`config.mk`:
```
export PLATFORM = sky130hd
export DESIGN_NAME = rtcot_core
export DESIGN_NICKNAME = d
export VERILOG_FILES = /design/src/design/rtcot_pkg.sv /design/src/design/rtcot_core.sv /design/src/design/rtcot_osc_mon.sv /design/src/design/rtcot_snap.sv
export SDC_FILE = /design/constraint.sdc
export NUM_CORES = 1
export LEC_CHECK = 0
export ABC_AREA = 1
export BUFFER_PORTS_ARGS = -buffer_cell sky130_fd_sc_hd__buf_2
export CORE_MARGIN = 4
export CORE_UTILIZATION = 41
export DETAILED_ROUTE_END_ITERATION = 10
export PLACE_DENSITY_LB_ADDON = 0.1
export SETUP_SLACK_MARGIN = 0.15
export SLEW_MARGIN = 20
export SYNTH_ARGS = -nofsm -noshare
export SYNTH_HDL_FRONTEND = slang
export SYNTH_SLANG_ARGS = --single-unit
```
`constraint.sdc`:
```
create_clock -name ref_clk_in -period 2.1 [get_ports ref_clk_in]
set_clock_uncertainty 0.2 [all_clocks]
set_input_delay 0.105 -clock ref_clk_in [delete_from_list [all_inputs] [get_ports ref_clk_in]]
set_output_delay 0.105 -clock ref_clk_in [all_outputs]
set_load 0.005 [all_outputs]
```
`src/design/rtcot_pkg.sv`:
```
// rtcot_pkg: shared constants and carriers of the rtc timekeeping core.
// assumes a 40 MHz core clock and a register port fed by a serial front end.
package rtcot_pkg;

// ----------------------------------------
// register offsets and bit positions
// ----------------------------------------
localparam logic [7:0] ADDR_SEC = 8'h00;
localparam logic [7:0] ADDR_MIN = 8'h01;
localparam logic [7:0] ADDR_HOUR = 8'h02;
localparam logic [7:0] ADDR_WKDAY = 8'h03;
localparam logic [7:0] ADDR_DATE = 8'h04;
localparam logic [7:0] ADDR_MTH = 8'h05;
localparam logic [7:0] ADDR_YEAR = 8'h06;
localparam logic [7:0] ADDR_CTRL = 8'h07;
localparam logic [7:0] ADDR_LAST = 8'h1f;
localparam int START_BIT = 7;
localparam int RUN_BIT = 5;
localparam int EXT_BIT = 3;
localparam int FMT_BIT = 6;
localparam int SNAP_WORDS = 8;

// ----------------------------------------
// reset values and counts
// ----------------------------------------
localparam logic [2:0] WK_RESET = 3'h1;
localparam logic [5:0] DATE_RESET = 6'h01;
localparam logic [4:0] MTH_RESET = 5'h01;
localparam logic [7:0] YEAR_RESET = 8'h01;
localparam logic [5:0] RUN_EDGES = 6'h20;
localparam logic [14:0] PRESCALE_LAST = 15'h7fff;
localparam int CLK_MHZ = 40;
// failure timeout is not fixed by the part; plain default
localparam int OSF_TIMEOUT_US = 1000;
localparam int OSF_CYCLES_DEF = OSF_TIMEOUT_US * CLK_MHZ;
localparam int IDLE_W = 24;

// ----------------------------------------
// carriers
// ----------------------------------------
typedef struct packed {
	logic [7:0] addr;
	logic wr;
	logic [7:0] wdata;
	logic rd_start;
	logic rd_next;
} rtcot_req_t;

typedef struct packed {
	logic st;
	logic [6:0] sec;
	logic [6:0] min;
	logic fmt12;
	logic [5:0] hour;
	logic [2:0] wk;
	logic [5:0] date;
	logic [4:0] mth;
	logic [7:0] year;
	logic [7:0] ctrl;
	logic [14:0] pre;
	logic [4:0] ptr;
} rtcot_state_t;

localparam rtcot_state_t STATE_RESET = '{wk: WK_RESET, date: DATE_RESET,
	mth: MTH_RESET, year: YEAR_RESET, default: '0};

typedef struct packed {
	logic s1;
	logic s2;
	logic prev;
	logic [5:0] edges;
	logic [IDLE_W-1:0] idle;
	logic run;
} rtcot_mon_t;

endpackage : rtcot_pkg

```
`src/design/rtcot_core.sv`:
```
// rtcot_core: oscillator control and bcd time/calendar counters.
// assumes a serial front end that turns bus traffic into req_in strobes.
//
// Behaviour
// software sets the start bit; crystal oscillator stays off while clear
// software sets external clock enable before a 32.768 kHz input is used
// running flag sets itself after 32 oscillator cycles are seen
// running flag clears after no cycles for longer than the timeout
// separate seconds to year counters, all clocked by the oscillator
// short months handled; leap years correct for 2001 to 2399
// 12 or 24 hour format chosen by the format bit in hours
// weekday counts 1 to 7, advances at midnight, no fixed day names
// all time and date values held as bcd
// buffer refreshed when a read starts at addresses 0x00 to 0x1f
// buffer refreshed again when the burst address wraps 0x1f to 0x00
// host should read all time registers in one burst
// host writes only valid values; invalid values give undefined result
// host stops the clock, waits for flag clear, writes, restarts
// midnight rollover in either format carries to date and weekday
// weekday wraps 7 to 1 with no carry
// december 31 rolls to january 01 and carries to year
// year wraps 99 to 00 with no carry
// month lengths 31 or 30; february 29 in leap years, else 28
// start bit 7 of seconds, flag bit 5 of weekday, ext bit 3 control
// 12-hour: bit 5 of hours is pm indicator; tens digit 0 or 1
// leap year bit in month register is read-only, 1 in leap years
// seconds advance every 32768 source cycles while enabled and running
`timescale 1ns/1ps
module rtcot_core #(
	parameter int unsigned OSF_CYCLES = rtcot_pkg::OSF_CYCLES_DEF
) (
	input wire logic ref_clk_in,
	input wire logic rst_n_in,
	input wire logic osc_input_pin_in,
	input wire rtcot_pkg::rtcot_req_t req_in,
	output logic [7:0] rdata_out,
	output logic osc_running_flag_out
);
	rtcot_pkg::rtcot_state_t s;
	rtcot_pkg::rtcot_state_t next_s;
	logic osc_start_bit;
	logic ext_clock_enable;
	logic src_enable;
	logic osc_edge;
	logic osc_running_flag;
	logic active;
	logic tick;
	logic c_min;
	logic c_hr;
	logic c_day;
	logic c_mth;
	logic c_yr;
	logic leap_year_flag;
	logic refresh;
	logic [7:0] t;
	logic [7:0] h12;
	logic [rtcot_pkg::SNAP_WORDS-1:0][7:0] live;
	logic [7:0] live_pick;

	// ----------------------------------------
	// bcd helpers
	// ----------------------------------------
	function automatic logic [7:0] bcd_inc(input logic [7:0] v);
		if (v[3:0] == 4'h9)
			bcd_inc = {v[7:4] + 4'h1, 4'h0};
		else
			bcd_inc = {v[7:4], v[3:0] + 4'h1};
	endfunction : bcd_inc

	// year 00 is read as 2100, which is not a leap year
	function automatic logic is_leap(input logic [7:0] y);
		if (y == 8'h00)
			is_leap = 1'b0;
		else if (!y[4])
			is_leap = (y[3:0] == 4'h0) || (y[3:0] == 4'h4) ||
				(y[3:0] == 4'h8);
		else
			is_leap = (y[3:0] == 4'h2) || (y[3:0] == 4'h6);
	endfunction : is_leap

	function automatic logic [5:0] month_last(input logic [4:0] m,
		input logic lp);
		case (m)
			5'h02: month_last = lp ? 6'h29 : 6'h28;
			5'h04, 5'h06, 5'h09, 5'h11: month_last = 6'h30;
			default: month_last = 6'h31;
		endcase
	endfunction : month_last

	// ----------------------------------------
	// oscillator
	// ----------------------------------------
	assign osc_start_bit = s.st;
	assign ext_clock_enable = s.ctrl[rtcot_pkg::EXT_BIT];
	// either source bit powers the pin path; both clear means no edges
	assign src_enable = osc_start_bit | ext_clock_enable;

	rtcot_osc_mon #(
		.OSF_CYCLES(OSF_CYCLES)
	) u_mon (
		.ref_clk_in(ref_clk_in),
		.rst_n_in(rst_n_in),
		.osc_input_pin_in(osc_input_pin_in),
		.enable_in(src_enable),
		.edge_out(osc_edge),
		.running_out(osc_running_flag)
	);

	assign active = src_enable & osc_running_flag;
	assign tick = osc_edge & active & (s.pre == rtcot_pkg::PRESCALE_LAST);
	assign leap_year_flag = is_leap(s.year);

	// ----------------------------------------
	// counters, writes and read pointer
	// ----------------------------------------
	always_comb begin
		next_s = s;
		c_min = 1'b0;
		c_hr = 1'b0;
		c_day = 1'b0;
		c_mth = 1'b0;
		c_yr = 1'b0;
		t = 8'h00;
		h12 = {3'b000, s.hour[4:0]};
		refresh = 1'b0;
		if (osc_edge && active)
			next_s.pre = s.pre + 15'h0001;
		if (tick) begin
			if (s.sec == 7'h59) begin
				next_s.sec = 7'h00;
				c_min = 1'b1;
			end else begin
				t = bcd_inc({1'b0, s.sec});
				next_s.sec = t[6:0];
			end
		end
		if (c_min) begin
			if (s.min == 7'h59) begin
				next_s.min = 7'h00;
				c_hr = 1'b1;
			end else begin
				t = bcd_inc({1'b0, s.min});
				next_s.min = t[6:0];
			end
		end
		if (c_hr) begin
			if (!s.fmt12) begin
				if (s.hour == 6'h23) begin
					next_s.hour = 6'h00;
					c_day = 1'b1;
				end else begin
					t = bcd_inc({2'b00, s.hour});
					next_s.hour = t[5:0];
				end
			end else if (h12 == 8'h11) begin
				next_s.hour = {~s.hour[5], 5'h12};
				c_day = s.hour[5];
			end else if (h12 == 8'h12) begin
				next_s.hour = {s.hour[5], 5'h01};
			end else begin
				t = bcd_inc(h12);
				next_s.hour = {s.hour[5], t[4:0]};
			end
		end
		if (c_day) begin
			if (s.wk == 3'h7)
				next_s.wk = 3'h1;
			else
				next_s.wk = s.wk + 3'h1;
			if (s.date == month_last(s.mth, leap_year_flag)) begin
				next_s.date = 6'h01;
				c_mth = 1'b1;
			end else begin
				t = bcd_inc({2'b00, s.date});
				next_s.date = t[5:0];
			end
		end
		if (c_mth) begin
			if (s.mth == 5'h12) begin
				next_s.mth = 5'h01;
				c_yr = 1'b1;
			end else begin
				t = bcd_inc({3'b000, s.mth});
				next_s.mth = t[4:0];
			end
		end
		if (c_yr)
			next_s.year = (s.year == 8'h99) ? 8'h00 : bcd_inc(s.year);
		// a write replaces only its own register; a carry elsewhere stands
		if (req_in.wr) begin
			if (req_in.addr == rtcot_pkg::ADDR_SEC) begin
				next_s.st = req_in.wdata[rtcot_pkg::START_BIT];
				next_s.sec = req_in.wdata[6:0];
			end else if (req_in.addr == rtcot_pkg::ADDR_MIN) begin
				next_s.min = req_in.wdata[6:0];
			end else if (req_in.addr == rtcot_pkg::ADDR_HOUR) begin
				next_s.fmt12 = req_in.wdata[rtcot_pkg::FMT_BIT];
				next_s.hour = req_in.wdata[5:0];
			end else if (req_in.addr == rtcot_pkg::ADDR_WKDAY) begin
				next_s.wk = req_in.wdata[2:0];
			end else if (req_in.addr == rtcot_pkg::ADDR_DATE) begin
				next_s.date = req_in.wdata[5:0];
			end else if (req_in.addr == rtcot_pkg::ADDR_MTH) begin
				next_s.mth = req_in.wdata[4:0];
			end else if (req_in.addr == rtcot_pkg::ADDR_YEAR) begin
				next_s.year = req_in.wdata;
			end else if (req_in.addr == rtcot_pkg::ADDR_CTRL) begin
				next_s.ctrl = req_in.wdata;
			end
		end
		if (req_in.rd_start) begin
			next_s.ptr = req_in.addr[4:0];
			refresh = (req_in.addr <= rtcot_pkg::ADDR_LAST);
		end else if (req_in.rd_next) begin
			next_s.ptr = s.ptr + 5'h01;
			refresh = (s.ptr == rtcot_pkg::ADDR_LAST[4:0]);
		end
	end

	always_ff @(posedge ref_clk_in) begin
		if (!rst_n_in)
			s <= rtcot_pkg::STATE_RESET;
		else
			s <= next_s;
	end

	// ----------------------------------------
	// read side
	// ----------------------------------------
	// the flag sits in the weekday byte and the leap bit in the month byte
	assign live[0] = {s.st, s.sec};
	assign live[1] = {1'b0, s.min};
	assign live[2] = {1'b0, s.fmt12, s.hour};
	assign live[3] = {2'b00, osc_running_flag, 2'b00, s.wk};
	assign live[4] = {2'b00, s.date};
	assign live[5] = {2'b00, leap_year_flag, s.mth};
	assign live[6] = s.year;
	assign live[7] = s.ctrl;

	rtcot_snap u_snap (
		.ref_clk_in(ref_clk_in),
		.rst_n_in(rst_n_in),
		.live_in(live),
		.refresh_in(refresh),
		.idx_in(next_s.ptr),
		.rdata_out(rdata_out)
	);

	assign osc_running_flag_out = osc_running_flag;
	assign live_pick = live[req_in.addr[2:0]];

	// ----------------------------------------
	// checks
	// ----------------------------------------
	property p_tick_gate;
		@(posedge ref_clk_in) disable iff (!rst_n_in)
		tick |-> (src_enable && osc_running_flag && osc_edge);
	endproperty
	a_tick_gate: assert property (p_tick_gate)
		else $error("second advanced while source not running");

	property p_sec_wrap;
		@(posedge ref_clk_in) disable iff (!rst_n_in)
		(tick && s.sec == 7'h59 && !req_in.wr) |=>
			(s.sec == 7'h00 && s.min != $past(s.min));
	endproperty
	a_sec_wrap: assert property (p_sec_wrap)
		else $error("seconds did not wrap into minutes");

	property p_midnight;
		@(posedge ref_clk_in) disable iff (!rst_n_in)
		(tick && !s.fmt12 && s.hour == 6'h23 && s.min == 7'h59 &&
			s.sec == 7'h59 && !req_in.wr) |=>
			(s.hour == 6'h00 && s.wk != $past(s.wk));
	endproperty
	a_midnight: assert property (p_midnight)
		else $error("midnight did not carry into weekday");

	property p_wk_wrap;
		@(posedge ref_clk_in) disable iff (!rst_n_in)
		(c_day && s.wk == 3'h7 && !req_in.wr) |=> (s.wk == 3'h1);
	endproperty
	a_wk_wrap: assert property (p_wk_wrap)
		else $error("weekday did not wrap to 1");

	property p_feb;
		@(posedge ref_clk_in) disable iff (!rst_n_in)
		(c_day && s.mth == 5'h02 && s.date == 6'h28 && !leap_year_flag &&
			!req_in.wr) |=> (s.date == 6'h01 && s.mth == 5'h03);
	endproperty
	a_feb: assert property (p_feb)
		else $error("february end in a common year wrong");

	property p_year_wrap;
		@(posedge ref_clk_in) disable iff (!rst_n_in)
		(c_yr && s.year == 8'h99 && !req_in.wr) |=> (s.year == 8'h00);
	endproperty
	a_year_wrap: assert property (p_year_wrap)
		else $error("year did not wrap to 00");

	property p_hour12;
		@(posedge ref_clk_in) disable iff (!rst_n_in)
		(c_hr && s.fmt12 && s.hour == 6'h31 && !req_in.wr) |=>
			(s.hour == 6'h12 && c_day == 1'b0);
	endproperty
	a_hour12: assert property (p_hour12)
		else $error("11 pm did not roll to 12 am");

	property p_refresh;
		@(posedge ref_clk_in) disable iff (!rst_n_in)
		(req_in.rd_start && req_in.addr < 8'h08 && !req_in.wr) |=>
			(rdata_out == $past(live_pick));
	endproperty
	a_refresh: assert property (p_refresh)
		else $error("read start did not return fresh time byte");
endmodule : rtcot_core

```
`src/design/rtcot_osc_mon.sv`:
```
// rtcot_osc_mon: oscillator edge detector and running/failure flag.
// assumes the oscillator pin is asynchronous to the core clock.
`timescale 1ns/1ps
module rtcot_osc_mon #(
	parameter int unsigned OSF_CYCLES = rtcot_pkg::OSF_CYCLES_DEF
) (
	input wire logic ref_clk_in,
	input wire logic rst_n_in,
	input wire logic osc_input_pin_in,
	input wire logic enable_in,
	output logic edge_out,
	output logic running_out
);
	localparam logic [rtcot_pkg::IDLE_W-1:0] LIM =
		OSF_CYCLES[rtcot_pkg::IDLE_W-1:0];
	rtcot_pkg::rtcot_mon_t s;
	rtcot_pkg::rtcot_mon_t next_s;
	logic edge_ok;

	// ----------------------------------------
	// edge counting and timeout
	// ----------------------------------------
	always_comb begin
		next_s = s;
		next_s.s1 = osc_input_pin_in;
		next_s.s2 = s.s1;
		next_s.prev = s.s2;
		// a stopped source simply shows no edges, so disable ends in timeout
		edge_ok = s.s2 & ~s.prev & enable_in;
		if (edge_ok) begin
			next_s.idle = '0;
			if (s.edges != rtcot_pkg::RUN_EDGES)
				next_s.edges = s.edges + 6'h01;
		end else if (s.idle != LIM) begin
			next_s.idle = s.idle + 1'b1;
		end else begin
			next_s.edges = '0;
			next_s.run = 1'b0;
		end
		if (next_s.edges == rtcot_pkg::RUN_EDGES)
			next_s.run = 1'b1;
	end

	always_ff @(posedge ref_clk_in) begin
		if (!rst_n_in)
			s <= '0;
		else
			s <= next_s;
	end

	assign edge_out = edge_ok;
	assign running_out = s.run;

	property p_run_set;
		@(posedge ref_clk_in) disable iff (!rst_n_in)
		(!s.run && s.edges == 6'h1f && edge_ok) |=> running_out;
	endproperty
	a_run_set: assert property (p_run_set)
		else $error("running flag not set after 32 edges");

	property p_run_clr;
		@(posedge ref_clk_in) disable iff (!rst_n_in)
		(s.idle == LIM && !edge_ok) |=> !running_out ##1 !running_out;
	endproperty
	a_run_clr: assert property (p_run_clr)
		else $error("running flag kept after failure timeout");
endmodule : rtcot_osc_mon

```
`src/design/rtcot_snap.sv`:
```
// rtcot_snap: buffered copy of the timekeeping bytes, registered read.
// assumes refresh and index come from the core on the same clock.
`timescale 1ns/1ps
module rtcot_snap (
	input wire logic ref_clk_in,
	input wire logic rst_n_in,
	input wire logic [rtcot_pkg::SNAP_WORDS-1:0][7:0] live_in,
	input wire logic refresh_in,
	input wire logic [4:0] idx_in,
	output logic [7:0] rdata_out
);
	typedef struct packed {
		logic [rtcot_pkg::SNAP_WORDS-1:0][7:0] mem;
		logic [7:0] rdata;
	} rtcot_snap_t;
	rtcot_snap_t s;
	rtcot_snap_t next_s;
	logic [rtcot_pkg::SNAP_WORDS-1:0][7:0] src;

	// ----------------------------------------
	// capture and read
	// ----------------------------------------
	always_comb begin
		next_s = s;
		// a refresh reads straight from live so the first byte is fresh
		src = refresh_in ? live_in : s.mem;
		if (refresh_in)
			next_s.mem = live_in;
		if (idx_in < 5'(rtcot_pkg::SNAP_WORDS))
			next_s.rdata = src[idx_in[2:0]];
		else
			next_s.rdata = 8'h00;
	end

	always_ff @(posedge ref_clk_in) begin
		if (!rst_n_in)
			s <= '0;
		else
			s <= next_s;
	end

	assign rdata_out = s.rdata;
endmodule : rtcot_snap

```
==> flow_summary.json <==
{
  "status": "finished, violations left",
  "violations": "setup timing",
  "worstSetupPathType": "register to register",
  "required_ns": 2.21,
  "grt_max_degree": 88,
  "synth-seq-area-share_pct": 39.5,
  "pre_cts_ws_ns": -0.199,
  "yosysWarnings": 0,
  "core_region_area_mm2": 0.0218,
  "drt-total-wl_um": 28900,
  "start_util_pct": 41.5,
  "crit_buf_inv": 2,
  "ys_types": 49,
  "tns_ns": -1.40,
  "synth.net_count": 1346,
  "endpoint_kind": "register",
  "tightest_slew_ns": 0.462,
  "p_leak_nw": 5.76,
  "drive_above_1_share_pct": 34.5,
  "cts_buffers": 17,
  "portBuffers": 30,
  "numClockSinks": 178,
  "drtIter0Drc": 613,
  "avgSynthCellArea_um2": 6.94,
  "cap_viol_max_count": 0,
  "power_frac_seq_pct": 46.2,
  "crit_path_cell_trace": "ha_4 -> and3_4 -> ha_4 -> nand3_4 -> nand2_4 -> clkbuf_16 -> buf_4 -> nand2_1 -> o21ai_1 -> nand2_1 -> nand3_1 -> a31oi_1",
  "io-pin-count": 31,
  "power_density_mw_per_mm2": 564,
  "drtAntennaViolNets": 0,
  "vias": 9301,
  "dieArea_mm2": 0.0245,
  "crit_family": "simple AND/OR/NAND/NOR gates",
  "finalCritPeriodShare_pct": 106,
  "finalCriticalPeriod_ns": 2.23,
  "slowest_stage": "dfxtp_2",
  "rsz0062_at_grt": "true",
  "maxSlewHeadroom_pct": 69.1,
  "dp.final_hpwl_um": 19300,
  "clockBufferDepth": 2,
  "grt_pass1_vias": 8365,
  "p_int_mw": 5.51,
  "htreeDepth": 4,
  "netlist_instances": 1300,
  "grt_util_all_layers_pct": 22.1,
  "fin_ws_ns": -0.125,
  "antenna_found_initial": 0,
  "gp_congestion": 0.874,
  "clk_latency_ns": 0.43,
  "die_h_um": 156,
  "rows": 54,
  "cp.arrival_ns": 2.33,
  "nets": 1580,
  "layout_commonest_cell": "nand2_1",
  "area_growth_pct": 47.0,
  "irDropWorstVdd_uv": 414,
  "clkPwrFrac_pct": 44.2,
  "mostFrequentLayoutCells": "219 x nand2_1, 169 x buf_4, 156 x dfxtp_1, 155 x inv_1, 124 x nor2_1",
  "wl_per_cell_um": 15.8,
  "p_switching_mw": 1.97,
  "via_per_inst": 5.09,
  "final-hold-violation-count": 0,
  "grt_pass1_wl_um": 43600,
  "max_freq_ghz": 0.449,
  "start_kind": "register",
  "ys_ff_latch": 178,
  "drv_slew": 0,
  "switching_share_pct": 26.3,
  "min_path_type": "input pin to register",
  "overflow": 0,
  "root_buffer": "clkbuf_16",
  "die_w_um": 156,
  "n_antenna_cell": 0,
  "crit_fanout": 6,
  "drcViolationCount": 0,
  "finalSetupViolCount": 22,
  "clk_pin_slew_ns": 0.07,
  "pwr-share-comb_pct": 9.6,
  "drt_pass1_iterations": 5,
  "tritoncts": "built",
  "max_stage_delay_ns": 0.35,
  "syn_area_mm2": 0.00903
}
==> cell usage after synthesis (all sizes together) <==
cell type | n | area share (%)
clkinv | 1 | 0.042
a21oi | 77 | 4.3
a211oi | 2 | 0.17
o221ai | 3 | 0.29
nor3 | 40 | 2.6
nor3b | 2 | 0.17
dfxtp | 178 | 39
o31ai | 2 | 0.17
a21o | 1 | 0.083
nand3 | 97 | 5.8
xor2 | 6 | 0.58
and3 | 1 | 0.069
o21ai | 115 | 6.4
inv | 186 | 7.7
xnor2 | 5 | 0.49
a31oi | 12 | 0.83
nand4 | 17 | 1.2
o2111ai | 1 | 0.097
o311ai | 2 | 0.19
a221oi | 5 | 0.49
ha | 24 | 3.3
nand2 | 255 | 11
buf | 15 | 1.1
a21boi | 1 | 0.083
or2 | 4 | 0.28
nor2 | 159 | 7.1
o211ai | 23 | 1.9
a31o | 1 | 0.097
nor4 | 5 | 0.42
a22oi | 2 | 0.17
o21bai | 2 | 0.17
o21a | 11 | 0.91
mux2i | 10 | 1.1
clkbuf | 35 | 1.5
==> registers in the layout, indices dropped and copies added (netlist names), 2 cells and up <==
signal and flops:
u_snap.s 64, u_snap.rdata_out 8, u_mon.next_s 2, u_mon.s 31, s 20, h12 5, live 45
==> layout make-up <==
| class | instances | area (µm²) |
|---|---|---|
| clock buffer | 18 | 429 |
| inverter | 187 | 732 |
| multi-input combinational | 886 | 5620 |
| timing repair buffer | 264 | 2370 |
| tap | 280 | 350 |
| clock inverter | 14 | 168 |
| fill | 1973 | 8490 |
| sequential | 178 | 3600 |
==> logic make-up (layout without fill, tap and decap cells) <==
group	count (synthesis)	after routing	synth area share [%]
and+or+nand+nor	580	581	28.4
AOI/OAI and AO/OA	260	260	16.3
buffers and inverters	237	483	10.3
DFF	178	178	39.5
adders and majority gates	24	24	3.33
xor gates and xnor gates	11	11	1.07
muxes	10	10	1.11
==> stage by stage <==
step | hold slack, ns | area, µm² | utilization, % | instances | total power, mW
6_report | 0.0164 | 13300 | 61.0 | 1827 | 7.48
5_1_grt | 0.0135 | 13300 | 61.0 | 1827 | 7.75
4_1_cts | 0.00921 | 12200 | 55.9 | 1793 | 7.45
3_5_place_dp | 0.0935 | 10700 | 49.4 | 1723 | 4.11
3_3_place_gp | 0.0934 | 10700 | 49.4 | 1723 | 4.11
2_1_floorplan | 0.00263 | 9220 | - | 1300 | 3.87
==> repair_timing <==
action / CTS / global route
pin swaps: 44 / 98
setup buffers: 19 / 28
endpoints found under the hold margin: 49 / 0
hold buffers: 16 / 0
gates cloned: 3 / 6
endpoints found under the setup margin: 71 / 97
resized for setup: 140 / 214
==> final timing paths <==
| kind | startpoint | end | slack, ns | cells past startpoint |
|---|---|---|---|---|
| max | s[0] | u_snap.rdata_out[1] | -0.13 | 12 |
| min | rst_n_in | live[40] | 0.02 | 3 |
| max reg2reg | s[0] | u_snap.rdata_out[1] | -0.13 | 12 |
| min reg2reg | u_mon.next_s[32] | u_mon.next_s[31] | 0.22 | 2 |
==> power by group through the flow <==
| stage | clock network [mW] | logic [mW] | registers, mW |
|---|---|---|---|
| 6_report | 3.31 | 0.717 | 3.46 |
| 5_1_grt | 3.50 | 0.782 | 3.46 |
| 4_1_cts | 3.37 | 0.629 | 3.45 |
| 3_5_place_dp | 0 | 0.583 | 3.53 |
| 3_3_place_gp | 0 | 0.583 | 3.53 |
| 2_1_floorplan | 0 | 0.348 | 3.52 |
==> routing by layer <==
metal / routed length [µm] / track usage (%) / share of wire (%) / up-vias
li1: - / - / - / 4728
met1: 13800 / 32.4 / 48 / 4354
met2: 13600 / 35.0 / 47 / 193
met3: 1120 / 3.37 / 3.9 / 26
met4: 338 / 3.88 / 1.2 / 0
met5: 0 / 0 / 0 / -
==> worst reg2reg max path, delay by kind of cell, from the launching register on <==
kind,cells,cell delay [ns]
and+or+nand+nor,6,0.76
DFF,1,0.35
buffers and inverters,2,0.32
adders and majority gates,2,0.27
AOI/OAI and AO/OA,2,0.21
Power figures use the tool's default switching activity.
